## config.mk

```make
export PLATFORM = sky130hd
export DESIGN_NAME = pin_dir_top
export DESIGN_NICKNAME = d
export VERILOG_FILES = /design/src/logic/pin_dir_pkg.sv /design/src/logic/mask_apply.sv /design/src/logic/pin_dir_top.sv
export VERILOG_INCLUDE_DIRS = /design/src /design/src/logic
export SDC_FILE = /design/constraint.sdc
export NUM_CORES = 1
export LEC_CHECK = 0
export BUFFER_PORTS_ARGS = -buffer_cell sky130_fd_sc_hd__clkbuf_2
export CORE_AREA = 5 5 188 190
export CTS_CLUSTER_SIZE = 20
export DETAILED_ROUTE_END_ITERATION = 6
export DIE_AREA = 0 0 193 195
export HOLD_SLACK_MARGIN = 0.12
export PLACE_DENSITY = 0.79
export REMOVE_ABC_BUFFERS = 1
export SYNTH_ARGS = -nofsm -noshare
export SYNTH_HDL_FRONTEND = slang
export SYNTH_SLANG_ARGS = --single-unit
```

## constraint.sdc

```tcl
create_clock -name clk_sys_in -period 2.4 [get_ports clk_sys_in]
set_input_delay 0.48 -clock clk_sys_in [delete_from_list [all_inputs] [get_ports clk_sys_in]]
set_output_delay 0.48 -clock clk_sys_in [all_outputs]
set_load 0.01 [all_outputs]
```

## src/logic/pin_dir_cfg.svh

```systemverilog
`ifndef PIN_DIR_CFG_SVH
`define PIN_DIR_CFG_SVH
`define PINS_PER_GROUP 32
`define GROUP_COUNT 2
`define GROUP_STRIDE 12'h080
`define GROUP_OFFSET_MASK 12'h07F
`define OFF_WAY 7'h00
`define OFF_MAKE_INPUT 7'h04
`define OFF_MAKE_DRIVE 7'h08
`define OFF_FLIP_WAY 7'h0C
`define OFF_LEVEL 7'h10
`define OFF_LEVEL_LOW 7'h14
`define OFF_LEVEL_HIGH 7'h18
`define OFF_LEVEL_FLIP 7'h1C
`define OFF_PULL_EN 7'h40
`define OFF_GUARD 7'h7C
`define REG_RESET 32'h00000000
`endif

```

## src/logic/pin_dir_pkg.sv

```systemverilog
package pin_dir_pkg;
  typedef enum logic [2:0] {
    OP_NONE = 3'b000,
    OP_WRITE = 3'b001,
    OP_SET = 3'b010,
    OP_CLEAR = 3'b011,
    OP_FLIP = 3'b100
  } mask_op_t;
  typedef struct packed {
    logic [31:0] way;
    logic [31:0] level;
    logic [31:0] pull_en;
  } group_regs_t;
  typedef struct packed {
    logic [31:0] drive_en;
    logic [31:0] drive_level;
    logic [31:0] pull_en;
    logic [31:0] pull_up;
  } pad_ctrl_t;
endpackage

```

## src/logic/mask_apply.sv

```systemverilog
`timescale 1ns/10ps
// Next value of one 32-bit register under a plain or masked write (no storage here)
module mask_apply (
  input wire pin_dir_pkg::mask_op_t op_in,
  input wire logic [31:0] cur_in,
  input wire logic [31:0] wdata_in,
  output logic [31:0] next_out
);
  always_comb begin
    unique case (op_in)
      pin_dir_pkg::OP_NONE: next_out = cur_in;
      pin_dir_pkg::OP_WRITE: next_out = wdata_in;
      pin_dir_pkg::OP_SET: next_out = cur_in | wdata_in;
      pin_dir_pkg::OP_CLEAR: next_out = cur_in & ~wdata_in;
      pin_dir_pkg::OP_FLIP: next_out = cur_in ^ wdata_in;
      default: next_out = cur_in;
    endcase
  end
endmodule // mask_apply

```

## src/logic/pin_dir_top.sv

```systemverilog
`timescale 1ns/10ps
`include "pin_dir_cfg.svh"
module pin_dir_top (
  input wire logic clk_sys_in,
  input wire logic rst_n_in,
  input wire logic clk_en_in,
  input wire logic psel_in,
  input wire logic penable_in,
  input wire logic pwrite_in,
  input wire logic [11:0] paddr_in,
  input wire logic [31:0] pwdata_in,
  output logic [31:0] prdata_out,
  output logic pready_out,
  output logic pslverr_out,
  output logic [31:0] pad_oe_out [`GROUP_COUNT],
  output logic [31:0] pad_o_out [`GROUP_COUNT],
  output logic [31:0] pad_pull_en_out [`GROUP_COUNT],
  output logic [31:0] pad_pull_up_out [`GROUP_COUNT],
  output logic guard_locked_out
);

  ////////////////////////////////////////////////////////////////////////
  typedef struct packed {
    pin_dir_pkg::group_regs_t [`GROUP_COUNT-1:0] grp;
    logic guard;
    logic [31:0] rdata;
  } state_t;

  state_t state_reg;
  state_t state_next;

  function automatic logic known_offset(input logic [6:0] off);
    known_offset = (off[1:0] == 2'b00) &&
      ((off <= `OFF_LEVEL_FLIP) || (off == `OFF_PULL_EN) ||
       (off == `OFF_GUARD));
  endfunction

  function automatic pin_dir_pkg::mask_op_t op_for(
      input logic [6:0] off, input logic [6:0] base);
    if (off == base)
      op_for = pin_dir_pkg::OP_WRITE;
    else if (off == base + 7'h04)
      op_for = pin_dir_pkg::OP_CLEAR;
    else if (off == base + 7'h08)
      op_for = pin_dir_pkg::OP_SET;
    else if (off == base + 7'h0C)
      op_for = pin_dir_pkg::OP_FLIP;
    else
      op_for = pin_dir_pkg::OP_NONE;
  endfunction

  ////////////////////////////////////////////////////////////////////////
  logic access_w;
  logic [6:0] off_w;
  logic [4:0] grp_sel_w;
  logic grp_ok_w;
  logic map_ok_w;
  logic wr_w;
  logic rd_w;
  logic [31:0] way_next_w [`GROUP_COUNT];
  logic [31:0] level_next_w [`GROUP_COUNT];
  pin_dir_pkg::mask_op_t way_op_w [`GROUP_COUNT];
  pin_dir_pkg::mask_op_t level_op_w [`GROUP_COUNT];

  // Zero-wait slave: every access phase completes at once
  assign access_w = psel_in & penable_in & clk_en_in;
  assign off_w = paddr_in[6:0];
  assign grp_sel_w = paddr_in[11:7];
  assign grp_ok_w = grp_sel_w < 5'(`GROUP_COUNT);
  assign map_ok_w = grp_ok_w && known_offset(off_w) &&
    !(off_w == `OFF_GUARD && grp_sel_w != 5'h00);
  assign wr_w = access_w & pwrite_in & map_ok_w;
  // Read word is latched in the setup cycle so it stands in the access phase
  assign rd_w = psel_in & ~penable_in & clk_en_in & ~pwrite_in & map_ok_w;
  assign pready_out = 1'b1;
  assign pslverr_out = psel_in & penable_in & ~map_ok_w;
  assign prdata_out = state_reg.rdata;
  assign guard_locked_out = state_reg.guard;

  for (genvar g = 0; g < `GROUP_COUNT; g++) begin : g_grp
    logic hit;
    // Locked guard blocks every alias, not just the base register
    assign hit = wr_w && grp_sel_w == 5'(g) && !state_reg.guard;
    assign way_op_w[g] = hit ? op_for(off_w, `OFF_WAY)
                             : pin_dir_pkg::OP_NONE;
    assign level_op_w[g] = hit ? op_for(off_w, `OFF_LEVEL)
                               : pin_dir_pkg::OP_NONE;
    mask_apply u_way (
      .op_in(way_op_w[g]),
      .cur_in(state_reg.grp[g].way),
      .wdata_in(pwdata_in),
      .next_out(way_next_w[g])
    );
    mask_apply u_level (
      .op_in(level_op_w[g]),
      .cur_in(state_reg.grp[g].level),
      .wdata_in(pwdata_in),
      .next_out(level_next_w[g])
    );
    // Pads only see register state, so no glitch from bus decode
    assign pad_oe_out[g] = state_reg.grp[g].way;
    assign pad_o_out[g] = state_reg.grp[g].level;
    assign pad_pull_en_out[g] =
      ~state_reg.grp[g].way & state_reg.grp[g].pull_en;
    assign pad_pull_up_out[g] =
      ~state_reg.grp[g].way & state_reg.grp[g].pull_en &
      state_reg.grp[g].level;
  end

  ////////////////////////////////////////////////////////////////////////
  always_comb begin
    logic [31:0] rsel;
    rsel = 32'h00000000;
    state_next = state_reg;
    for (int g = 0; g < `GROUP_COUNT; g++) begin
      state_next.grp[g].way = way_next_w[g];
      state_next.grp[g].level = level_next_w[g];
      if (wr_w && grp_sel_w == 5'(g) && !state_reg.guard &&
          off_w == `OFF_PULL_EN)
        state_next.grp[g].pull_en = pwdata_in;
    end
    // Guard itself stays writable so software can unlock
    if (wr_w && off_w == `OFF_GUARD)
      state_next.guard = pwdata_in[0];
    if (rd_w) begin
      if (off_w == `OFF_GUARD)
        rsel = {31'h00000000, state_reg.guard};
      else if (off_w == `OFF_PULL_EN)
        rsel = state_reg.grp[grp_sel_w[0]].pull_en;
      else if (off_w < `OFF_LEVEL)
        rsel = state_reg.grp[grp_sel_w[0]].way;
      else
        rsel = state_reg.grp[grp_sel_w[0]].level;
      state_next.rdata = rsel;
    end
  end

  always_ff @(posedge clk_sys_in or negedge rst_n_in) begin
    if (!rst_n_in) begin
      state_reg <= '0;
    end else if (clk_en_in) begin
      state_reg <= state_next;
    end
  end

  // Read data is a flop loaded at the setup edge, so it is valid
  // throughout the access phase and pready can stay high.

  ////////////////////////////////////////////////////////////////////////
  property p_wr(logic [6:0] off, logic [31:0] expv);
    @(posedge clk_sys_in) disable iff (!rst_n_in)
    (wr_w && !state_reg.guard && grp_sel_w == 5'h00 && off_w == off)
      |=> state_reg.grp[0].way == $past(expv);
  endproperty

  clear_way_a: assert property (p_wr(`OFF_MAKE_INPUT,
    state_reg.grp[0].way & ~pwdata_in))
    else $error("make-input write wrong");
  set_way_a: assert property (p_wr(`OFF_MAKE_DRIVE,
    state_reg.grp[0].way | pwdata_in))
    else $error("make-drive write wrong");
  flip_way_a: assert property (p_wr(`OFF_FLIP_WAY,
    state_reg.grp[0].way ^ pwdata_in))
    else $error("flip write wrong");
  zero_mask_a: assert property (@(posedge clk_sys_in)
    disable iff (!rst_n_in)
    (wr_w && off_w == `OFF_MAKE_DRIVE && grp_sel_w == 5'h00 &&
     pwdata_in == 32'h00000000) |=> $stable(state_reg.grp[0].way))
    else $error("zero mask changed direction");
  shared_read_a: assert property (@(posedge clk_sys_in)
    disable iff (!rst_n_in)
    (rd_w && grp_sel_w == 5'h00 && off_w == `OFF_FLIP_WAY)
      |=> prdata_out == $past(state_reg.grp[0].way))
    else $error("alias read differs");
  drive_level_a: assert property (@(posedge clk_sys_in)
    disable iff (!rst_n_in)
    (wr_w && !state_reg.guard && grp_sel_w == 5'h00 &&
     off_w == `OFF_LEVEL_HIGH)
      |=> (pad_o_out[0] & $past(pwdata_in)) ==
        $past(pwdata_in))
    else $error("level set missed pad");
  pull_way_a: assert property (@(posedge clk_sys_in)
    disable iff (!rst_n_in)
    (pad_pull_up_out[0] & (state_reg.grp[0].way |
     ~state_reg.grp[0].pull_en)) == 32'h00000000)
    else $error("pull on driven pin");
  guard_block_a: assert property (@(posedge clk_sys_in)
    disable iff (!rst_n_in)
    (state_reg.guard && clk_en_in) |=>
      $stable(state_reg.grp[1].way) && $stable(state_reg.grp[1].level))
    else $error("write while locked");
  stride_a: assert property (@(posedge clk_sys_in)
    disable iff (!rst_n_in)
    (wr_w && grp_sel_w == 5'h01) |=> $stable(state_reg.grp[0].way))
    else $error("group crosstalk");

  set_cover_c: cover property (@(posedge clk_sys_in)
    wr_w && off_w == `OFF_MAKE_DRIVE);
  flip_cover_c: cover property (@(posedge clk_sys_in)
    wr_w && off_w == `OFF_LEVEL_FLIP ##1 rd_w);
  lock_cover_c: cover property (@(posedge clk_sys_in)
    state_reg.guard && wr_w);
endmodule // pin_dir_top

```

* Word level (Yosys, flattened, before mapping)
Cells that the tools add are included.
** Cells by class
- $lt $le $gt $ge :: 4
- Equal/unequal tests :: 26
- Muxes and demuxes :: 21
- Bitwise gates (word level) :: 31
- Reductions and logical operators :: 31
** Operators by type and width (count)
- case mux 32 bit (4 select lines) :: 4
- AND 32 bit :: 8
- two-way mux 96 bit :: 2
- bitwise OR 32 bit :: 4
- bitwise XOR 32 bit :: 4
- two-way mux 32 bit :: 3
- inverter 32 bit :: 3
- two-way mux 3 bit :: 12
- equality test 7 x 5 -> 1 bit, second input constant :: 4
- equality test 3 x 2 -> 1 bit, second input constant :: 8
- AND reduction 2 bit :: 8
- nonzero test 4 bit :: 4
- equality test 7 x 4 -> 1 bit, second input constant :: 2
- equality test 7 bit, second input constant :: 2
- equality test 3 x 1 -> 1 bit, second input constant :: 4
- equality test 3 bit, second input constant :: 4
- logical AND 1 bit :: 11
- AND 1 bit :: 9
- equality test 7 x 3 -> 1 bit, second input constant :: 1
- less-or-equal comparator 7 x 5 -> 1 bit, second input constant :: 1
- zero test 7 bit :: 1
- less-than comparator 7 x 5 -> 1 bit, second input constant :: 1
- equality test 5 x 1 -> 1 bit, second input constant :: 1
- zero test 5 bit :: 1
- 7 further kinds :: 11
** Storage, ports and cells
- Register bits after elaboration :: 225
- Bits of input ports :: 50
- Output and inout port bits :: 291
- Word-level logic and storage cells :: 121

* Depth between registers and ports, before layout
- Depth in word-level cells :: 13
- Gate-level depth with buffers :: 10
- Depth with buffers taken out :: 7

* Hierarchy
From an unflattened synthesis, not the netlist that was laid out.
** Unflattened totals
- Cell total of the unflattened synthesis :: 2377
- Area total of the unflattened synthesis :: 22748.1 µm²
** Modules (own cells, without submodules)
- pin_dir_top :: times used 1, cells an instance 941, area each 12263.0 µm², sequential area each 5630.4 µm²
- mask_apply :: times used 4, cells an instance 359, area each 2621.3 µm², sequential area each 0.0 µm²

* Worst setup path after synthesis
Ideal clock, no wire load.
- Kind :: input-to-reg
- From :: input paddr_in[11]
- To :: register state_reg, in the netlist pad_o_out[34]
- Library setup time :: 0.137 ns
- Arrival time :: 2.262 ns
- Required time :: 2.263 ns
- Path slack :: 0.001 ns
- Cell stages on the path :: 8
- Buffers on the path :: 3
- Cell sequence :: or4_1 clkbuf_2 nor4_1 and4_1 buf_2 buf_2 mux2i_1 o21ai_1
** Between the ends
- Longest elaborated chain between the ends :: 11
- Elaborated cells on any way between the ends :: 18
- Classes of those cells :: order compare (1); eq/ne (4); mux (2); bitwise (1); reduce/logical (10)
** RTL lines
- from (decl) :: RTL line pin_dir_top.sv:10 : input wire logic [11:0] paddr_in,
- branches (longest 5 deep; another with less-than comparator 5 x 2 -> 1 bit)
- logical AND 1 bit * (2 in series) :: RTL line pin_dir_top.sv:83 : assign hit = wr_w && grp_sel_w == 5'(g) && !state_reg.guard;
- two-way mux 3 bit * :: RTL line pin_dir_top.sv:86 : assign level_op_w[g] = hit ? op_for(off_w, `OFF_LEVEL)
- equality test 3 x 1 -> 1 bit (tied with other cells) :: RTL line mask_apply.sv:10 : unique case (op_in)
- nonzero test 4 bit (no source line)
- AND reduction 2 bit (no source line)
- to (signal assigned) :: RTL line pin_dir_top.sv:142 : state_reg <= state_next;
- to (decl) :: RTL line pin_dir_top.sv:29 : state_t state_reg;
Mark *: on every way between the ends.
A chain may end at the register's enable or synchronous reset.

* Worst setup path in the final report
- From :: input paddr_in[9]
- To :: output pslverr_out
** Between the ends
- Longest elaborated chain between the ends :: 6
- Elaborated cells on any way between the ends :: 8
- Classes of those cells :: order compare (1); bitwise (2); reduce/logical (5)
** RTL lines
- branches (longest 3 deep; another with less-than comparator 5 x 2 -> 1 bit)
- logical AND 1 bit * :: RTL line pin_dir_top.sv:70 : assign map_ok_w = grp_ok_w && known_offset(off_w) &&
- inverter 1 bit * :: RTL line pin_dir_top.sv:76 : assign pslverr_out = psel_in & penable_in & ~map_ok_w;
- AND 1 bit * :: RTL line pin_dir_top.sv:76
- to (decl) :: RTL line pin_dir_top.sv:14 : output logic pslverr_out,
Marked as above.

==> flow_summary_export.csv <==
group,metric,value,unit
outcome,status,"finished clean",
grt,grt_first_pass_wirelength,95.1,mm
clocking,clk_path_buf_depth,3,
grt,grt_use_met2,51.4,%
pwr,power.share.combinational,12.1,%
synthesis,synth_warnings,0,
synthesis,ys_seq_elements,225,
die,start_util,57.7,%
pwr,power.density,414,nW/µm²
hold_path,hold_path.class,"in -> reg",
synthesis,synth_cells,2047,
route,drc_errors,0,
clocking,clk_latency,0.54,ns
pwr,p_int,0.00659,W
clocking,cts_root_buffer,"clkbuf_16",
clocking,clk_pin_slew,0.06,ns
final_layout,drive_gt1_share,27.2,%
synthesis,synth-edff-count,0,
setup_path,worst_setup_path_end_kind,"output pin",
final_layout,final_area,21700,µm²
setup_path,crit_required,1.92,ns
setup_path,start_kind,"input port",
route,drtPass1Iterations,7,
timing,min_period,2.35,ns
die,die_h,195,µm
final_layout,final_net_count,2515,
grt,met3_usage,6.07,%
route,vias,16500,
synthesis,synth_ff_type,"dfrtp_1",
setup_path,max_stage_delay,0.59,ns
clocking,cts_sinks,225,
clocking,h-tree-depth,1,
final_layout,mostFrequentLayoutCells,"clkbuf_2, ha_1, dfrtp_1",
setup_path,crit_path_cell_trace,"clkbuf_2, or4_4, a211o_1, a21oi_2, buf_4, nor2_1, clkbuf_2",
clocking,cts_tree,"yes",
pwr,p_seq_share,42.4,%
placement,place_area,20800,µm²
clocking,cts_buffers,26,
timing,clock.fmax,426,MHz
pwr,clockPowerShare,45.5,%
synthesis,synth_cell_types,53,
route,wl_per_cell,22.7,µm
placement,numPortBuffers,339,
grt,grt_antenna_before_repair,4,
grt,top_usage_layer,"met2",
grt,grt_overflow,0,
grt,grt_pass1_vias,17000,
pwr,power_switching_share,26.8,%
die,std_cell_rows,67,
setup_path,critPathKind,"in -> out",
setup_path,critical-path-slowest-cell,"or4_4",
timing,hold_violations,0,
pwr,p_leak,10.7,nW
synthesis,avgSynthCellArea,9.38,µm²
synthesis,synth-seq-area-share,29.3,%
final_layout,fin_util,65.3,%
pwr,p_sw,0.00241,W
pwr,total_power,0.00900,W
synthesis,async_flop_share,100,%
setup_path,cp.arrival,1.87,ns
route,ant_nets,0,
die,dieArea,37600,µm²
timing,finClkSkew,0.00948,ns
timing,tightest_slew,0.816,ns
die,coreArea,33300,µm²
final_layout,final_cells,2679,
timing,fin_hold_ws,0.264,ns
placement,hpwl,41.5,mm
setup_path,cpMostUsedCell,"clkbuf_2",
route,wl,60.8,mm
route,viasPerCell,6.16,
die,ios,341,
timing,slew_headroom,45.6,%
grt,grtUsageMet1,41.0,%
setup_path,path_max_fanout,5,
timing,final_max_slew_viol_count,0,
final_layout,syn2layout_area_growth,13.1,%
route,dr.first_iter.drc_count,1691,
grt,grt_use_total,31.4,%
grt,grt_max_degree,64,
synthesis,netlist_area,19200,µm²
job,drv_cap,0,
timing,min_period_over_period,97.9,%
placement,dp.cells,2626,
final_layout,final_common_cell,"clkbuf_2",
die,fp.dieW,193,µm
pwr,ir_drop,464,µV
timing,setup_viol,0,
final_layout,fill_cells,2640,
placement,gp_routability_congestion,0.881,
synthesized netlist by cell type (3+ instances only):
library cell	instances	area share (%)
buf_2	25	0.65
a22oi_1	32	1.3
nand4_1	4	0.13
dfrtp_1	225	29
buf_4	163	6.4
ha_1	256	17
buf_6	4	0.23
clkbuf_1	96	1.9
inv_1	161	3.1
and3_1	4	0.13
o21ai_0	103	2.7
o22ai_1	32	1.0
a211oi_1	62	2.4
or3_1	3	0.098
a21oi_2	10	0.46
mux2_1	29	1.7
nor3_1	25	0.65
buf_1	6	0.12
nor2b_1	64	2.1
nand3_1	4	0.10
nand2b_1	4	0.13
a22o_1	31	1.4
mux2_2	37	2.2
o21ai_1	48	1.3
nor4_1	3	0.098
mux2i_1	127	6.6
o32ai_2	18	1.5
nor2_1	83	1.6
mux4_2	32	3.8
o2bb2ai_1	14	0.64
nand2_1	183	3.6
and2_1	65	2.1
a222oi_1	33	1.7
nor3_2	10	0.52
a21oi_1	33	0.86
what timing repair did:
action / CTS / global route
hold endpoints to repair: 56 / 0
setup endpoints to repair: 1 / 1
resized for setup: 2 / 1
hold buffers: 1 / 0
buffers inserted: 0 / 2
pin swaps: 1 / 1
stage by stage:
step                 TNS, ns  setup WS (ns)
floorplan            -603.69          -5.57
global placement      -29.46         -0.266
detailed placement    -40.73         -0.369
CTS                        0        0.00941
global route        -0.00946       -0.00946
finish                     0         0.0512
final timing paths:
kind,cells after the start,slack (ns),from,endpoint
max,7,0.05,paddr_in[9],pslverr_out
min,2,0.26,pwdata_in[5],state_reg[38]$_DFFE_PN0P_
max reg2reg,5,0.36,guard_locked_out$_DFFE_PN0P_,pad_o_out[52]$_DFFE_PN0P_
min reg2reg,1,0.49,prdata_out[17]$_DFFE_PN0P_,prdata_out[17]$_DFFE_PN0P_
max in group asynchronous,3,1.04,rst_n_in,pad_oe_out[14]$_DFFE_PN0P_
min in group asynchronous,2,0.52,rst_n_in,pad_o_out[42]$_DFFE_PN0P_
power by group through the flow:
stage                     sequential, W  combinational [W]  clock, W
final                           0.00381            0.00109   0.00409
after global routing            0.00381            0.00120   0.00428
after floorplan                 0.00388           0.000543         0
after global placement          0.00388            0.00100         0
after CTS                       0.00381            0.00108   0.00412
after detailed placement        0.00388            0.00107         0
layer usage:
metal  share of wire [%]  vias up
met3                 9.8      204
met2                  47      898
met5               0.046        -
li1                    -     7317
met1                  39     8071
met4                 4.0        4
layout make-up:
type	instances	area [µm²]	area share (%)
clock buffer	33	738	3.40
clock inverter	15	131	0.605
inverter	162	608	2.80
multi-input combinational	1365	11300	52.0
timing repair buffer	429	2760	12.7
tap	448	561	2.58
sequential	225	5630	25.9
antenna	2	5.00	0.0230
cell families after synthesis:
kind of cell             Yosys count  synth area share, %
AND/OR/NAND/NOR                  462                 11.8
buffers and inverters            457                 12.4
AO/OA/AOI/OAI                    421                 15.5
adder cells (fa/ha/maj)          256                 16.7
multiplexers                     225                 14.2
flip-flops                       225                 29.3
other                              1               0.0195
critical path, delay by kind of cell:
kind                   cells  cell delay [ns]
AOI/OAI and AO/OA          2             0.43
buffers and inverters      3             0.33
and+or+nand+nor            2             0.62
No activity file was read; power rests on OpenSTA's default activity.
